$ cat src/mlsf_pkg.sv
package mlsf_pkg;

  // ------------------------------------------------------------------
  // register map, byte addresses on a 32-bit classic bus
  // ------------------------------------------------------------------
  localparam logic [7:0] MLSF_CTRL_OFS    = 8'h00;
  localparam logic [7:0] MLSF_FLAGS_OFS   = 8'h04;
  localparam logic [7:0] MLSF_P1CODE_OFS  = 8'h08;
  localparam logic [7:0] MLSF_P2CODE_OFS  = 8'h0c;
  localparam logic [7:0] MLSF_IRQSTAT_OFS = 8'h10;
  localparam logic [7:0] MLSF_IRQCLR_OFS  = 8'h14;
  localparam logic [7:0] MLSF_IRQEN_OFS   = 8'h18;

  // flags register field positions
  localparam int MLSF_SETUP_BIT  = 0;
  localparam int MLSF_P1ERR_BIT  = 1;
  localparam int MLSF_P2ERR_BIT  = 2;
  localparam int MLSF_XFER_BIT   = 3;
  localparam int MLSF_FAULT_LSB  = 8;

  // interrupt bit positions
  localparam int MLSF_IRQ_P1ERR  = 0;
  localparam int MLSF_IRQ_P2ERR  = 1;
  localparam int MLSF_IRQ_FAULT  = 2;
  localparam int MLSF_IRQ_XDONE  = 3;
  localparam int MLSF_IRQ_W      = 4;

  // error codes stored on bad network parameters (decimal 6308 / 3808)
  localparam logic [15:0] MLSF_P1_PARAM_CODE = 16'h18a4;
  localparam logic [15:0] MLSF_P2_PARAM_CODE = 16'h0ee0;

  // reset values
  localparam logic [15:0] MLSF_CODE_RST = 16'h0000;
  localparam logic [7:0]  MLSF_FAULT_RST = 8'h00;
  localparam logic [MLSF_IRQ_W-1:0] MLSF_IRQ_RST = 4'h0;
  localparam int MLSF_STATIONS = 8;

  // bus request bundle
  typedef struct packed {
    logic        cyc;
    logic        stb;
    logic        we;
    logic [3:0]  sel;
    logic [7:0]  adr;
    logic [31:0] dat;
  } mlsf_wb_req_t;

  // events from the link engine, same clock domain
  typedef struct packed {
    logic        setupDone;
    logic        p1ParamBad;
    logic        p2ParamBad;
    logic        p1CommErr;
    logic        p2CommErr;
    logic [15:0] commCode;
    logic        faultEvt;
    logic [2:0]  faultStation;
    logic        xferBusy;
  } mlsf_link_evt_t;

endpackage : mlsf_pkg

$ cat src/mlsf_flags.sv
// Operation
// RL1 - program opens its parameter block with the setup flag contact at step 0
// RL2 - parameter block is taken in once, never on every scan
// RL3 - program sets port-select flag to use port 2; port 1 needs nothing
// RL4 - parameter-error flag per port raised on bad parameters for that port
// RL5 - error flag and error code stay held after link recovers
// RL6 - newer models clear errors on power cycle only; older on stop-to-run
// RL7 - program may never force setup, error, fault or busy flags on
// RL8 - eight station fault flags, master through slave 7, set on sequence error
// RL9 - a station never reports a sequence error against itself
// RL10 - transfer-active flag on while own station transfers data
// RL11 - port 1 error stores code, 6308 for bad parameters
// RL12 - port 2 error stores code, 3808 for bad parameters
// RL13 - station 0 is master, stations 1 to 7 are slaves
// RL14 - no response after retries counts as sequence error of that station
// RL15 - error flag and error code are updated in the same cycle
module mlsf_flags
  import mlsf_pkg::*;
#(
  parameter bit CLEAR_ON_RUN = 1'b0  // 1: older model, clear on stop-to-run
)(
  input  wire logic           clk,
  input  wire logic           arst_n,
  input  wire mlsf_wb_req_t   wbReq,
  output logic                wbAck,
  output logic [31:0]         wbDatO,
  input  wire mlsf_link_evt_t linkEvt,
  input  wire logic [2:0]     ownStation,
  input  wire logic           runMode,
  output logic                portSelect,
  output logic                irq
);

  // ------------------------------------------------------------------
  // state
  // ------------------------------------------------------------------
  logic                  setupMarker_q;
  logic                  setupTaken_q;
  logic                  portSel_q;
  logic                  p1Err_q;
  logic                  p2Err_q;
  logic [15:0]           p1Code_q;
  logic [15:0]           p2Code_q;
  logic [7:0]            fault_q;
  logic                  xfer_q;
  logic                  run_q;
  logic [MLSF_IRQ_W-1:0] irqStat_q;
  logic [MLSF_IRQ_W-1:0] irqEn_q;
  logic                  ack_q;
  logic [31:0]           dat_q;
  logic                  irq_q;

  logic                  busHit;
  logic                  wrStb;
  logic                  errClear;
  logic                  faultHit;
  logic [MLSF_IRQ_W-1:0] irqEvt;
  logic [MLSF_IRQ_W-1:0] irqClr;
  logic [7:0]            irqEnMerged;

  // one-hot decode of a station number, used by the fault path
  function automatic logic [7:0] stn_onehot(input logic [2:0] stn);
    logic [7:0] v;
    v = 8'h00;
    v[stn] = 1'b1;
    return v;
  endfunction : stn_onehot

  // byte-lane merge of write data into a narrow field
  function automatic logic [7:0] lane0(input logic [7:0] old,
                                       input mlsf_wb_req_t r);
    return r.sel[0] ? r.dat[7:0] : old;
  endfunction : lane0

  // ------------------------------------------------------------------
  // bus slave
  // ------------------------------------------------------------------
  assign busHit = wbReq.cyc && wbReq.stb && !ack_q;
  // writes land on the edge at which the master samples ack, while it still
  // holds the request; a master that gives up early changes nothing
  assign wrStb  = wbReq.cyc && wbReq.stb && wbReq.we && ack_q;

  // ack one cycle after the request, dropped the cycle after
  always_ff @(posedge clk or negedge arst_n)
  begin
    if (!arst_n)
      ack_q <= 1'b0;
    else
      ack_q <= busHit;
  end

  // read mux; unmapped and write-only offsets read as zero
  always_ff @(posedge clk or negedge arst_n)
  begin
    if (!arst_n)
      dat_q <= 32'h0000_0000;
    else if (busHit && !wbReq.we)
    begin
      unique case (wbReq.adr)
        MLSF_CTRL_OFS:    dat_q <= {31'h0, portSel_q};
        MLSF_FLAGS_OFS:   dat_q <= {16'h0, fault_q, 4'h0, xfer_q, p2Err_q,
                                    p1Err_q, setupMarker_q};
        MLSF_P1CODE_OFS:  dat_q <= {16'h0, p1Code_q};
        MLSF_P2CODE_OFS:  dat_q <= {16'h0, p2Code_q};
        MLSF_IRQSTAT_OFS: dat_q <= {28'h0, irqStat_q};
        MLSF_IRQEN_OFS:   dat_q <= {28'h0, irqEn_q};
        default:          dat_q <= 32'h0000_0000;
      endcase
    end
  end

  // ------------------------------------------------------------------
  // program-writable control
  // ------------------------------------------------------------------
  // port select is the only writable flag; nothing the program writes
  // reaches the device-driven flags
  always_ff @(posedge clk or negedge arst_n)
  begin
    if (!arst_n)
      portSel_q <= 1'b0;  // port 1 by default, no program action needed
    else if (wrStb && wbReq.adr == MLSF_CTRL_OFS && wbReq.sel[0])
      portSel_q <= wbReq.dat[0];  // RL3
  end

  // only the low lane carries enable bits; merged first, then narrowed
  assign irqEnMerged = lane0({4'h0, irqEn_q}, wbReq);

  always_ff @(posedge clk or negedge arst_n)
  begin
    if (!arst_n)
      irqEn_q <= MLSF_IRQ_RST;
    else if (wrStb && wbReq.adr == MLSF_IRQEN_OFS)
      irqEn_q <= irqEnMerged[MLSF_IRQ_W-1:0];
  end

  // ------------------------------------------------------------------
  // parameter setup
  // ------------------------------------------------------------------
  // marker is on from reset until the engine reports the block done;
  // later done pulses are ignored so setup never reruns per scan
  always_ff @(posedge clk or negedge arst_n)
  begin
    if (!arst_n)
    begin
      setupMarker_q <= 1'b1;  // RL1
      setupTaken_q  <= 1'b0;
    end
    else if (linkEvt.setupDone && !setupTaken_q)
    begin
      setupMarker_q <= 1'b0;  // RL2
      setupTaken_q  <= 1'b1;  // RL2
    end
  end

  // ------------------------------------------------------------------
  // serial error flags and codes
  // ------------------------------------------------------------------
  // old-model clear comes from a stop-to-run edge of the mode level
  always_ff @(posedge clk or negedge arst_n)
  begin
    if (!arst_n)
      run_q <= 1'b1;  // read as running, so leaving reset in run is no false edge
    else
      run_q <= runMode;
  end

  assign errClear = CLEAR_ON_RUN && runMode && !run_q;  // RL6

  // flag and code share one process so they always move together;
  // a new error in the clearing cycle wins
  always_ff @(posedge clk or negedge arst_n)
  begin
    if (!arst_n)
    begin
      p1Err_q  <= 1'b0;
      p1Code_q <= MLSF_CODE_RST;
    end
    else if (linkEvt.p1ParamBad)
    begin
      p1Err_q  <= 1'b1;                // RL4
      p1Code_q <= MLSF_P1_PARAM_CODE;  // RL11 RL15
    end
    else if (linkEvt.p1CommErr)
    begin
      p1Err_q  <= 1'b1;                // RL15
      p1Code_q <= linkEvt.commCode;    // RL11
    end
    else if (errClear)
    begin
      p1Err_q  <= 1'b0;                // RL5
      p1Code_q <= MLSF_CODE_RST;
    end
  end

  always_ff @(posedge clk or negedge arst_n)
  begin
    if (!arst_n)
    begin
      p2Err_q  <= 1'b0;
      p2Code_q <= MLSF_CODE_RST;
    end
    else if (linkEvt.p2ParamBad)
    begin
      p2Err_q  <= 1'b1;                // RL4
      p2Code_q <= MLSF_P2_PARAM_CODE;  // RL12 RL15
    end
    else if (linkEvt.p2CommErr)
    begin
      p2Err_q  <= 1'b1;                // RL15
      p2Code_q <= linkEvt.commCode;    // RL12
    end
    else if (errClear)
    begin
      p2Err_q  <= 1'b0;                // RL5
      p2Code_q <= MLSF_CODE_RST;
    end
  end

  // ------------------------------------------------------------------
  // station faults and transfer activity
  // ------------------------------------------------------------------
  // a station that stops answering arrives here as an ordinary fault event
  // a fault naming our own number is dropped: we cannot see our own
  assign faultHit = linkEvt.faultEvt && linkEvt.faultStation != ownStation;  // RL9

  // bit 0 is the master, bits 1..7 the slaves; sticky like the errors
  always_ff @(posedge clk or negedge arst_n)
  begin
    if (!arst_n)
      fault_q <= MLSF_FAULT_RST;
    else if (faultHit)
      fault_q <= fault_q | stn_onehot(linkEvt.faultStation);  // RL8 RL13 RL14
    else if (errClear)
      fault_q <= MLSF_FAULT_RST;
  end

  always_ff @(posedge clk or negedge arst_n)
  begin
    if (!arst_n)
      xfer_q <= 1'b0;
    else
      xfer_q <= linkEvt.xferBusy;  // RL10
  end

  // ------------------------------------------------------------------
  // interrupts
  // ------------------------------------------------------------------
  assign irqEvt[MLSF_IRQ_P1ERR] = linkEvt.p1ParamBad || linkEvt.p1CommErr;
  assign irqEvt[MLSF_IRQ_P2ERR] = linkEvt.p2ParamBad || linkEvt.p2CommErr;
  assign irqEvt[MLSF_IRQ_FAULT] = faultHit;
  // transfer end is the fall of the busy level against last cycle's flag
  assign irqEvt[MLSF_IRQ_XDONE] = xfer_q && !linkEvt.xferBusy;
  assign irqClr = (wrStb && wbReq.adr == MLSF_IRQCLR_OFS && wbReq.sel[0])
                  ? wbReq.dat[MLSF_IRQ_W-1:0] : MLSF_IRQ_RST;

  // set beats clear so an event in the clearing cycle is kept
  always_ff @(posedge clk or negedge arst_n)
  begin
    if (!arst_n)
      irqStat_q <= MLSF_IRQ_RST;
    else
      irqStat_q <= (irqStat_q & ~irqClr) | irqEvt;
  end

  // level output, one cycle behind the status it reflects
  always_ff @(posedge clk or negedge arst_n)
  begin
    if (!arst_n)
      irq_q <= 1'b0;
    else
      irq_q <= |(irqStat_q & irqEn_q);
  end

  assign wbAck      = ack_q;
  assign wbDatO     = dat_q;
  assign portSelect = portSel_q;
  assign irq        = irq_q;
endmodule : mlsf_flags

$ cat config.mk
export PLATFORM = sky130hd
export DESIGN_NAME = mlsf_flags
export DESIGN_NICKNAME = d
export VERILOG_FILES = /design/src/mlsf_pkg.sv /design/src/mlsf_flags.sv
export SDC_FILE = /design/constraint.sdc
export NUM_CORES = 1
export LEC_CHECK = 0
export ABC_CLOCK_PERIOD_IN_PS = 1450
export BUFFER_PORTS_ARGS = -buffer_cell sky130_fd_sc_hd__buf_4
export CORE_MARGIN = 4
export CORE_UTILIZATION = 25
export CTS_CLUSTER_DIAMETER = 100
export CTS_CLUSTER_SIZE = 10
export DETAILED_ROUTE_END_ITERATION = 16
export GPL_ROUTABILITY_DRIVEN = 0
export PLACE_DENSITY = 0.57
export SLEW_MARGIN = 5
export SYNTH_ARGS = -nofsm -noshare
export SYNTH_HDL_FRONTEND = slang
export SYNTH_SLANG_ARGS = --single-unit
export TNS_END_PERCENT = 50
$ cat constraint.sdc
create_clock -name clk -period 1.45 [get_ports clk]
set_input_delay 0.2175 -clock clk [delete_from_list [all_inputs] [get_ports clk]]
set_output_delay 0.2175 -clock clk [all_outputs]
set_load 0.05 [all_outputs]
### Word-level counts from Yosys, hierarchy flattened

Cells that the tools add are included.

* word-level logic and storage cells: 65
* output and inout bits: 35
* bits of input ports: 79
* register bits: 88

* equality and inequality tests: 7
* mux-type cells: 12
* order comparisons: 2
* reduce and logical (&&, ||, !) cells: 25
* bitwise operators: 5

Operators with widths (count)
* case mux 16 bit (6 select lines): 1
* two-way mux 16 bit: 4
* equality test 8 x 5 -> 1 bit (second input constant): 3
* equality test 8 x 4 -> 1 bit (second input constant): 2
* logical AND 1 bit: 14
* AND 4 bit: 2
* equality test 8 x 3 -> 1 bit (second input constant): 1
* zero test 8 bit: 1
* bitwise OR 8 bit: 1
* two-way mux 1 bit: 5
* zero test 1 bit: 4
* less-than comparator 3 x 4 -> 1 bit (second input constant): 1
* two-way mux 4 bit: 1
* inverter 4 bit: 1
* bitwise OR 4 bit: 1
* nonzero test 2 bit: 2
* OR reduction 4 bit: 1
* demux 1 bit (select 3 bit): 1
* >= comparator 3 x 1 -> 1 bit (second input constant): 1
* inequality test 3 bit: 1
* logical OR 1 bit: 2
* AND reduction 2 bit: 1

### Longest topological paths before layout

Gate-level depths: netlist of the first run.

* depth in word-level cells: 9
* depth in mapped cells: 6

### Least setup slack after synthesis of the first run

OpenSTA, ideal clock, no wires.

* path type: register -> register
* start point: reg ack_q, in the netlist wbAck
* end point: reg dat_q[0], in the netlist wbDatO[0]
* arrival: 1.648 ns
* cell stages (with the launch flop): 5
* slack: -0.265 ns
* data required time: 1.383 ns
* cells stage by stage: dfrtp_1 > or3_1 > clkbuf_1 > nor4_2 > a22o_1

* longest elaborated chain between the ends: 3

Ends and longest elaborated chain
* start, declared: line mlsf_flags.sv:49 `logic ack_q;`
* start signal, assigned: line mlsf_flags.sv:89 `ack_q <= busHit;`
* zero test 1 bit: line mlsf_flags.sv:78 `assign busHit = wbReq.cyc && wbReq.stb && !ack_q;`
* logical AND 1 bit: line mlsf_flags.sv:78
* logical AND 1 bit: line mlsf_flags.sv:97 `else if (busHit && !wbReq.we)`
* end signal, assigned: line mlsf_flags.sv:100 `MLSF_CTRL_OFS: dat_q <= {31'h0, portSel_q};`
* end signal, assigned: line mlsf_flags.sv:101 `MLSF_FLAGS_OFS: dat_q <= {16'h0, fault_q, 4'h0, xfer_q, p2Err_q,`
* end signal, assigned: line mlsf_flags.sv:103 `MLSF_P1CODE_OFS: dat_q <= {16'h0, p1Code_q};`
* end, declared: line mlsf_flags.sv:50 `logic [31:0] dat_q;`

Every way passes these cells.
A chain may end at the register's enable or synchronous reset.

### Worst setup path after layout of the first run

Same ends and word-level chain as after synthesis.

==> flow_metrics.py, run 1 <==
metrics = {
    "synth": {
        "synth.ff_latch_count": 72,
        "average_instance_area_after_synthesis_um2": 11.29,
        "synthDominantAreaCellType": "sky130_fd_sc_hd__dfrtp_1",
        "synth.cell_area_mm2": 0.003376,
        "synth.area.top_cells": "sky130_fd_sc_hd__dfrtp_1 53%, sky130_fd_sc_hd__mux2i_1 7.4%, sky130_fd_sc_hd__mux2_2 4.3%",
        "synthesis.instances": 299,
        "yosys_warnings": 0,
        "synth-seq-area-share_pct": 53.41,
        "synth_cell_type_count": 39,
        "synthDominantCellAreaShare_pct": 52.63,
    },
    "grt": {
        "grt_usage_pct": 11.73,
        "grt_overflow": 0,
        "antenna_found_initial": 0,
        "grt_max_degree": 30,
        "global_route_wire_length_before_repair_mm": 14.46,
        "grt_pass1_vias": 2753,
    },
    "pwr": {
        "combinationalPowerShare_pct": 12.7,
        "leakage_uw": 0.002039,
        "psw_uw": 1149,
        "cellInternalPower_uw": 3566,
        "clkPwrFrac_pct": 42.3,
        "powerDensity_mw_per_mm2": 1069,
        "switching_share_pct": 24.37,
        "total_chip_power_uw": 4716,
        "seq_power_share_pct": 45.0,
        "peakVddDrop_mv": 0.5591,
    },
    "critical_path": {
        "cp.buffers_inverters": 0,
        "regToRegEndpoint": "wbDatO[0]",
        "critical_path.slowest_cell": "sky130_fd_sc_hd__dfrtp_2",
        "worst-r2r-setup-slack_ns": 0.04,
        "crit_path_cell_trace": "or3_4 > nor4_4 > a22o_1",
        "critical_path.top_delay_family": "simple AND/OR/NAND/NOR gates",
        "cpPeakStageDelay_ns": 0.42,
        "critical_path_arrival_ns": 1.67,
        "path_depth": 3,
        "endpoint": "wbDatO[0]",
        "start_kind": "register",
        "r2r.worst_path.cells": 3,
        "type_of_the_setup_path_with_the_least_slack": "register to register",
        "worstPathRequired_ns": 1.72,
        "cp_max_fo": 4,
        "critical_path.endpoint_type": "register",
        "critical_path.startpoint": "wbAck",
        "crit-reg2reg-launch": "wbAck",
    },
    "flow_run": {
        "max-cap-violations": 0,
    },
    "worst_hold_path": {
        "hold_path_startpoint": "linkEvt[25]",
        "holdCritPathClass": "input pin to register",
    },
    "status": {
        "outcome": "completed",
    },
    "die": {
        "placementRows": 42,
        "fp.coreArea_mm2": 0.01324,
        "floorplan.initialDensity_pct": 25.49,
        "num_io_pins": 114,
        "die_w_um": 124.2,
        "die_area_mm2": 0.01543,
        "chipHeight_um": 124.2,
    },
    "clock_tree": {
        "htree_levels": 3,
        "numCtsBuffers": 9,
        "tritoncts": "done",
        "worst_setup_hold_path_clk_slew_ns": 0.05,
        "cts.path.max_buffers": 2,
        "worst_skew_pair.late_latency_ns": 0.33,
        "postCtsSetupRepairBufs": 0,
        "clock-sinks": 72,
        "cts_root_buffer": "sky130_fd_sc_hd__clkbuf_16",
    },
    "sta": {
        "setup_repair_after_global_routing_missed_its_margin": "yes",
        "number_of_failing_hold_endpoints_at_the_final_stage": 0,
        "fin_crit_sh_pct": 96.94,
        "max_clock_freq_mhz": 711.4,
        "finClkSkew_ns": 0.003245,
        "timing.final.setup_violations": 0,
        "worst_pin_slew_ns": 0.6899,
        "post-route-min-period_ns": 1.406,
        "setup_tns_ns": 0,
        "max_slew_margin_pct": 53.84,
        "timing.final.max_slew_violations": 0,
    },
    "routing": {
        "totalWireLength_mm": 8.856,
        "route.detailed.wl_per_inst_um": 15.84,
        "vias_per_cell": 4.503,
        "antenna_left": 0,
        "routed-via-count": 2517,
        "dr.pass1.iters": 4,
        "drt_iter0_markers": 84,
        "remaining_drc_errors": 0,
    },
    "layout": {
        "layout_commonest_cell": "sky130_fd_sc_hd__buf_4",
        "synthToLayoutAreaGrowth_pct": 30.65,
        "finalNetCount": 458,
        "diodes": 0,
        "ratio_of_cells_with_drive_above_1_in_the_final_layout_pct": 31.85,
        "commonest_cells_after_routing_fill_and_taps_aside": "83 x sky130_fd_sc_hd__buf_4, 70 x sky130_fd_sc_hd__dfrtp_1, 26 x sky130_fd_sc_hd__nor2_1, 25 x sky130_fd_sc_hd__mux2i_1, 21 x sky130_fd_sc_hd__nand2_1",
    },
    "placement": {
        "portBuffers": 65,
        "place_hpwl_mm": 6.586,
    },
}
-- state kept, by name, summed over array words and instances, names as in the netlist --
signal,flops
wbDatO,16
wbAck,1
portSelect,1
xfer_q,1
setupMarker_q,1
p1Code_q,16
p1Err_q,1
setupTaken_q,1
fault_q,8
p2Code_q,16
irqStat_q,4
p2Err_q,1
irq,1
irqEn_q,4
-- repair_timing --
item	4_1_cts	5_1_grt
hold endpoints to repair	19	0
setup endpoints to repair	0	5
gates resized for setup	0	1
hold buffers	2	0
-- worst min path at each step --
stage	endpoint	slack, ns	cells past startpoint
floorplan	fault_q[0]	-0.08	0
finish	setupMarker_q	0.05	2
global route	setupMarker_q	0.05	2
global placement	p2Code_q[7]	0.13	1
detailed placement	p2Code_q[7]	0.13	1
CTS	setupMarker_q	0.04	2
-- power groups by stage --
stage / registers, µW / logic, µW / clock network [µW]
final: 2120 / 599 / 2000
after detailed placement: 2150 / 600 / 0
after floorplan: 2160 / 357 / 0
after global routing: 2130 / 651 / 2130
after CTS: 2120 / 607 / 2050
after global placement: 2150 / 587 / 0
-- cells in the mapped netlist --
| cell type | n |
|---|---|
| sky130_fd_sc_hd__inv_1 | 8 |
| sky130_fd_sc_hd__and3_1 | 1 |
| sky130_fd_sc_hd__buf_4 | 16 |
| sky130_fd_sc_hd__xor2_1 | 3 |
| sky130_fd_sc_hd__nor2b_1 | 11 |
| sky130_fd_sc_hd__nand4b_1 | 1 |
| sky130_fd_sc_hd__nor4b_1 | 1 |
| sky130_fd_sc_hd__nor4_1 | 1 |
| sky130_fd_sc_hd__dfstp_2 | 1 |
| sky130_fd_sc_hd__o21bai_1 | 1 |
| sky130_fd_sc_hd__nor4_2 | 1 |
| sky130_fd_sc_hd__dfrtp_1 | 71 |
| sky130_fd_sc_hd__conb_1 | 1 |
| sky130_fd_sc_hd__a22oi_1 | 17 |
| sky130_fd_sc_hd__nor3_1 | 1 |
| sky130_fd_sc_hd__nor2_1 | 26 |
| sky130_fd_sc_hd__or3_1 | 3 |
| sky130_fd_sc_hd__a21bo_2 | 1 |
| sky130_fd_sc_hd__nor4b_4 | 1 |
| sky130_fd_sc_hd__mux2_2 | 13 |
| sky130_fd_sc_hd__mux4_2 | 1 |
| sky130_fd_sc_hd__a21boi_0 | 1 |
| sky130_fd_sc_hd__buf_2 | 6 |
| sky130_fd_sc_hd__and4bb_4 | 1 |
| sky130_fd_sc_hd__nand3_1 | 8 |
| sky130_fd_sc_hd__o311ai_0 | 1 |
| sky130_fd_sc_hd__a31o_2 | 4 |
| sky130_fd_sc_hd__nor4_4 | 1 |
| sky130_fd_sc_hd__a22o_1 | 5 |
| sky130_fd_sc_hd__nand2_1 | 21 |
| sky130_fd_sc_hd__o31ai_1 | 4 |
| sky130_fd_sc_hd__o21ai_0 | 13 |
| sky130_fd_sc_hd__and2_1 | 1 |
| sky130_fd_sc_hd__o221ai_1 | 3 |
| sky130_fd_sc_hd__clkbuf_1 | 10 |
| sky130_fd_sc_hd__or2_2 | 1 |
| sky130_fd_sc_hd__a211o_1 | 13 |
| sky130_fd_sc_hd__mux2i_1 | 25 |
| sky130_fd_sc_hd__a21oi_1 | 1 |
-- metrics by stage --
stage               instances  setup slack (ns)  util [%]  area [µm²]  hold WS [ns]
floorplan                 314          -0.09429         -        3450      -0.07809
global placement          542          -0.03126     31.09        4118        0.1332
detailed placement        542          -0.05435     31.09        4118        0.1329
CTS                       559           0.03465     33.27        4405       0.04016
global route              559          -0.02214     33.31        4410       0.04663
finish                    559           0.04430     33.31        4410       0.04782
-- cell type report --
class	instances	area, µm²
multi-input cells	202	1425
fillers	1347	8832
flip-flops and latches	72	1804
well taps	176	220.2
repair buffers	86	663.1
inverters	8	30.03
clock buffers	15	267.8
-- per-layer routing --
layer	up-vias	routed length, µm	global-route usage [%]
li1	1195	-	-
met3	11	587	4.081
met4	0	146	4.191
met2	70	4240	19.12
met1	1241	3881	14.40
met5	-	0	0
-- kinds of logic after synthesis --
kind of cell / after synthesis / share of synthesized area [%]
other: 1 / 0.1111
buffers and inverters: 40 / 6.450
AOI/OAI and AO/OA: 64 / 14.23
and+or+nand+nor: 80 / 12.60
DFF: 72 / 53.41
muxes: 39 / 12.42
xor gates and xnor gates: 3 / 0.7785
Power figures use the tool's default switching activity.
==> inputs of run 2 (changes only) <==
Settings changed: ABC_AREA from default to 1.
==> flow_metrics.py, run 2 <==
metrics = {
    "status": {
        "outcome": "completed",
    },
    "layout": {
        "ratio_of_cells_with_drive_above_1_in_the_final_layout_pct": 24.24,
        "layoutNonFillerInstCount": 671,
        "diodes": 0,
        "commonest_cells_after_routing_fill_and_taps_aside": "82 x sky130_fd_sc_hd__nand2_1, 78 x sky130_fd_sc_hd__buf_4, 71 x sky130_fd_sc_hd__dfrtp_1, 65 x sky130_fd_sc_hd__inv_1, 41 x sky130_fd_sc_hd__nand3_1",
        "layout_commonest_cell": "sky130_fd_sc_hd__nand2_1",
        "finalNetCount": 569,
        "synthToLayoutAreaGrowth_pct": 30.34,
        "fill_cells": 1413,
    },
    "clock_tree": {
        "cts_root_buffer": "sky130_fd_sc_hd__clkbuf_16",
        "numCtsBuffers": 9,
        "clock-sinks": 72,
        "tritoncts": "done",
        "htree_levels": 3,
        "postCtsSetupRepairBufs": 0,
        "cts.path.max_buffers": 2,
        "worst_skew_pair.late_latency_ns": 0.33,
        "worst_setup_hold_path_clk_slew_ns": 0.05,
    },
    "routing": {
        "routed-via-count": 2859,
        "antenna_left": 0,
        "vias_per_cell": 4.261,
        "route.detailed.wl_per_inst_um": 13.09,
        "dr.pass1.iters": 4,
        "totalWireLength_mm": 8.782,
        "remaining_drc_errors": 0,
        "drt_iter0_markers": 172,
    },
    "grt": {
        "grt_pass1_vias": 2885,
        "antenna_found_initial": 0,
        "grt_overflow": 0,
        "grt_usage_pct": 11.55,
        "grt_max_degree": 30,
        "global_route_wire_length_before_repair_mm": 14.57,
    },
    "placement": {
        "place_hpwl_mm": 6.583,
        "pre_cts_ws_ns": 0.1141,
        "placed_cells": 653,
        "portBuffers": 65,
    },
    "worst_hold_path": {
        "hold_end": "setupMarker_q",
        "hold_path_startpoint": "linkEvt[25]",
        "holdCritPathClass": "input pin to register",
        "hold_path_depth": 2,
    },
    "critical_path": {
        "worst-r2r-setup-slack_ns": 0.14,
        "cp_max_fo": 4,
        "regToRegEndpoint": "irqStat_q[0]",
        "crit-reg2reg-launch": "wbAck",
        "critical_path.endpoint_type": "register",
        "critical_path_arrival_ns": 1.53,
        "r2r.worst_path.cells": 5,
        "worstPathRequired_ns": 1.66,
        "start_kind": "register",
        "type_of_the_setup_path_with_the_least_slack": "register to register",
    },
    "die": {
        "chipHeight_um": 125.5,
        "die_w_um": 125.5,
        "num_io_pins": 114,
        "fp.coreArea_mm2": 0.01340,
        "placementRows": 42,
        "floorplan.initialDensity_pct": 25.76,
        "die_area_mm2": 0.01575,
    },
    "sta": {
        "timing.final.max_slew_violations": 0,
        "timing.final.setup_violations": 0,
        "fin_crit_sh_pct": 90.52,
        "setup_tns_ns": 0,
        "setup_repair_after_global_routing_missed_its_margin": "no",
        "number_of_failing_hold_endpoints_at_the_final_stage": 0,
        "post-route-min-period_ns": 1.313,
        "fin_ws_ns": 0.1375,
        "max_clock_freq_mhz": 761.9,
        "finClkSkew_ns": 0.006165,
    },
    "pwr": {
        "switching_share_pct": 25.18,
        "total_chip_power_uw": 4788,
        "leakage_uw": 0.002348,
        "psw_uw": 1206,
        "seq_power_share_pct": 43.8,
        "clkPwrFrac_pct": 45.3,
        "powerDensity_mw_per_mm2": 1064,
        "combinationalPowerShare_pct": 10.8,
        "peakVddDrop_mv": 0.5089,
        "cellInternalPower_uw": 3583,
    },
    "synth": {
        "synth_most_common_cell": "sky130_fd_sc_hd__nand2_1",
        "synthDominantCellAreaShare_pct": 51.47,
        "synth.ff_latch_count": 72,
        "postSynth.topFlopCell": "sky130_fd_sc_hd__dfrtp_1",
        "synthDominantAreaCellType": "sky130_fd_sc_hd__dfrtp_1",
        "synth_cell_type_count": 34,
        "synth.area.top_cells": "sky130_fd_sc_hd__dfrtp_1 51%, sky130_fd_sc_hd__nand2_1 8.9%, sky130_fd_sc_hd__inv_1 7.1%",
        "synth.cell_area_mm2": 0.003452,
        "average_instance_area_after_synthesis_um2": 8.482,
        "synthesis.instances": 407,
        "most_frequent_cells_after_synthesis": "82 x sky130_fd_sc_hd__nand2_1, 71 x sky130_fd_sc_hd__dfrtp_1, 65 x sky130_fd_sc_hd__inv_1",
        "yosys_warnings": 0,
        "asr_flop_ratio_synth_pct": 100.0,
        "edff_count_synth": 0,
        "synth-seq-area-share_pct": 52.23,
    },
    "flow_run": {
        "max-cap-violations": 0,
    },
}
[run 2: logic make-up after synthesis]
group	Yosys count	share of synthesized area, %
flops	72	52.23
compound gates	76	13.34
other cells	1	0.1086
buf+inv	94	12.65
xor+xnor	1	0.2538
simple gates	163	21.42
[run 2: worst max-delay path by stage]
stage	end	from
global placement	irqStat_q[2]	wbAck
CTS	irqStat_q[2]	wbAck
detailed placement	irqStat_q[2]	wbAck
floorplan	irqStat_q[1]	wbAck
global route	irqStat_q[0]	wbAck
finish	irqStat_q[0]	wbAck
[run 2: worst max-delay path: stages, from the launching register on]
cell	delay, ns
sky130_fd_sc_hd__dfrtp_1	0.39
sky130_fd_sc_hd__inv_1	0.07
sky130_fd_sc_hd__nor3_2	0.19
sky130_fd_sc_hd__nand4_1	0.24
sky130_fd_sc_hd__o21ai_0	0.24
sky130_fd_sc_hd__nand2_1	0.06
[run 2: through the flow]
stage	util, %	area [µm²]	hold WS [ns]
global route	33.58	4499	0.07053
finish	33.58	4499	0.05938
detailed placement	31.17	4177	0.1810
global placement	31.17	4177	0.1769
floorplan	-	3508	-0.07809
CTS	33.54	4494	0.04699
[run 2: power groups by stage]
stage	Clock, µW	Sequential (µW)	Combinational (µW)
final	2170	2100	519
after global routing	2320	2100	571
after CTS	2230	2100	527
after detailed placement	0	2130	520
after global placement	0	2130	510
after floorplan	0	2150	290
[run 2: what timing repair did]
item / 4_1_cts / 5_1_grt
setup endpoints to repair: 0 / 2
hold buffers: 2 / 0
hold endpoints to repair: 27 / 0
gates resized for setup: 0 / 3
[run 2: cell type report]
class	count	area, µm²	share of cell area [%]
clock inverter	6	68.82	1.529
sequential	72	1803	40.07
multi-input combinational	256	1274	28.31
tap	176	220.2	4.894
timing repair buffer	82	645.6	14.35
inverter	69	259.0	5.756
clock buffer	10	229.0	5.089
[run 2: layer usage]
metal	vias to the layer above	track usage [%]	wire, µm
met2	89	18.75	4221
met1	1327	15.12	3898
li1	1435	-	-
met4	0	3.061	63
met3	8	3.369	599
met5	-	0	0
==> inputs of run 3 (changes only) <==
Settings changed: ABC_CLOCK_PERIOD_IN_PS 1450 to 1100, CORE_UTILIZATION 25 to 35, PLACE_DENSITY 0.57 to 0.71.
Clock period 1.45 ns to 1.1 ns, I/O delays scaled along.
==> flow_metrics.py, run 3 (synthesized netlist as in run 2, its figures left out) <==
metrics = {
    "pwr": {
        "peakVddDrop_mv": 0.6546,
        "leakage_uw": 0.002465,
        "powerDensity_mw_per_mm2": 1337,
    },
    "critical_path": {
        "regToRegEndpoint": "irqStat_q[2]",
        "critical_path.slowest_cell": "sky130_fd_sc_hd__dfrtp_2",
        "endpoint": "wbAck",
        "cpPeakStageDelay_ns": 0.43,
        "critical_path.startpoint": "wbAck",
        "cp_max_fo": 3,
        "crit-reg2reg-launch": "wbAck",
        "critical_path.endpoint_type": "primary output",
        "crit_path_cell_trace": "buf_6 > buf_8",
        "worstPathRequired_ns": 0.94,
        "critical_path_arrival_ns": 1.05,
        "worst-r2r-setup-slack_ns": -0.11,
        "start_kind": "register",
        "r2r.worst_path.cells": 5,
        "type_of_the_setup_path_with_the_least_slack": "register to primary output",
    },
    "layout": {
        "ratio_of_cells_with_drive_above_1_in_the_final_layout_pct": 28.18,
        "finalNetCount": 585,
        "commonest_cells_after_routing_fill_and_taps_aside": "81 x sky130_fd_sc_hd__nand2_1, 70 x sky130_fd_sc_hd__dfrtp_1, 69 x sky130_fd_sc_hd__buf_4, 63 x sky130_fd_sc_hd__inv_1, 40 x sky130_fd_sc_hd__nand3_1",
        "layout_commonest_cell": "sky130_fd_sc_hd__nand2_1",
        "diodes": 0,
        "fill_cells": 862,
        "synthToLayoutAreaGrowth_pct": 36.82,
        "layoutNonFillerInstCount": 640,
        "regArea_mm2": 0.001804,
        "final_cell_area_mm2": 0.004723,
        "total_area_of_multi_input_combinational_cells_mm2": 0.001328,
    },
    "clock_tree": {
        "worst_setup_hold_path_clk_slew_ns": 0.08,
        "numCtsBuffers": 9,
        "htree_levels": 3,
        "clock-sinks": 72,
        "cts.path.max_buffers": 2,
        "cts_root_buffer": "sky130_fd_sc_hd__clkbuf_8",
        "tritoncts": "done",
        "worst_skew_pair.late_latency_ns": 0.35,
    },
    "routing": {
        "dr.pass1.iters": 4,
        "routed-via-count": 3036,
        "route.detailed.wl_per_inst_um": 13.74,
        "drt_iter0_markers": 174,
        "remaining_drc_errors": 0,
        "totalWireLength_mm": 8.795,
        "antenna_left": 0,
        "vias_per_cell": 4.744,
    },
    "sta": {
        "fin_crit_sh_pct": 110.4,
        "timing.final.setup_violations": 22,
        "setup_repair_after_global_routing_missed_its_margin": "yes",
        "post-route-min-period_ns": 1.214,
        "number_of_failing_hold_endpoints_at_the_final_stage": 0,
        "fin_ws_ns": -0.1143,
        "finClkSkew_ns": 0.005187,
        "timing.final.max_slew_violations": 0,
        "setup_tns_ns": -1.481,
        "hold-worst-slack_ns": 0.07913,
        "max_clock_freq_mhz": 823.5,
    },
    "worst_hold_path": {
        "holdCritPathClass": "input pin to register",
        "hold_path_depth": 3,
    },
    "placement": {
        "placed_cells": 615,
        "place_hpwl_mm": 6.359,
        "detailed_place.area_mm2": 0.004229,
        "pre_cts_ws_ns": -0.1709,
        "portBuffers": 65,
    },
    "grt": {
        "grt_max_degree": 37,
        "antenna_found_initial": 0,
        "grt_pass1_vias": 3055,
        "grt_overflow": 0,
        "grt_usage_pct": 15.75,
        "global_route_wire_length_before_repair_mm": 14.52,
    },
    "die": {
        "chipHeight_um": 107.3,
        "fp.coreArea_mm2": 0.009415,
        "num_io_pins": 114,
        "placementRows": 35,
        "die_w_um": 107.3,
        "floorplan.initialDensity_pct": 36.66,
        "die_area_mm2": 0.01152,
    },
    "status": {
        "violations": "setup timing",
        "outcome": "complete, but fails checks",
    },
    "flow_run": {
        "max-cap-violations": 0,
    },
}
[run 3: cell types whose count changed in the layout (fill, tap and decap cells not counted), sizes merged]
cell         change
buf             +15
bufinv           +3
clkbuf           -1
clkinv           -1
clkinvlp         -1
dlygate4sd3      +1
[run 3: layout make-up]
| class | count | area share (%) |
|---|---|---|
| Clock buffer | 9 | 2.623 |
| Clock inverter | 7 | 3.020 |
| Inverter | 69 | 5.642 |
| Multi-Input combinational cell | 256 | 28.11 |
| Sequential cell | 72 | 38.20 |
| Tap cell | 129 | 3.417 |
| Timing Repair Buffer | 98 | 18.99 |
[run 3: power breakdown]
group / internal (µW) / switching (µW) / total, µW
sequential: 2720 / 37.7 / 2760
clock: 1740 / 1050 / 2790
combinational: 279 / 483 / 761
[run 3: how the worst min path moves through the flow]
stage	startpoint	end	slack (ns)
finish	linkEvt[15]	p2Code_q[10]	0.08
global route	linkEvt[15]	p2Code_q[10]	0.08
floorplan	arst_n	fault_q[0]	-0.13
detailed placement	arst_n	xfer_q	0.1
CTS	linkEvt[16]	p1Code_q[11]	0.06
global placement	arst_n	xfer_q	0.09
[run 3: layer usage]
| metal | GRT usage, % | wire [µm] |
|---|---|---|
| met2 | 25.25 | 4286 |
| met5 | 0 | 0 |
| met3 | 3.779 | 564 |
| met4 | 5.205 | 133 |
| met1 | 20.94 | 3810 |
[run 3: through the flow]
stage	utilization, %	power, µW
global route	50.17	6538
finish	50.17	6317
global placement	44.92	3506
detailed placement	44.92	3527
CTS	49.42	6363
floorplan	-	3220
[run 3: worst max-delay path: cells and delay by family (launching register included)]
family	cells	cell delay [ns]
flops	1	0.43
buf+inv	2	0.27
[run 3: repair_timing]
action	CTS	global route
endpoints found under the hold margin	39	0
hold buffers	3	0
gates resized for setup	25	14
pin swaps	5	9
setup endpoints to repair	35	41
buffers inserted	5	1
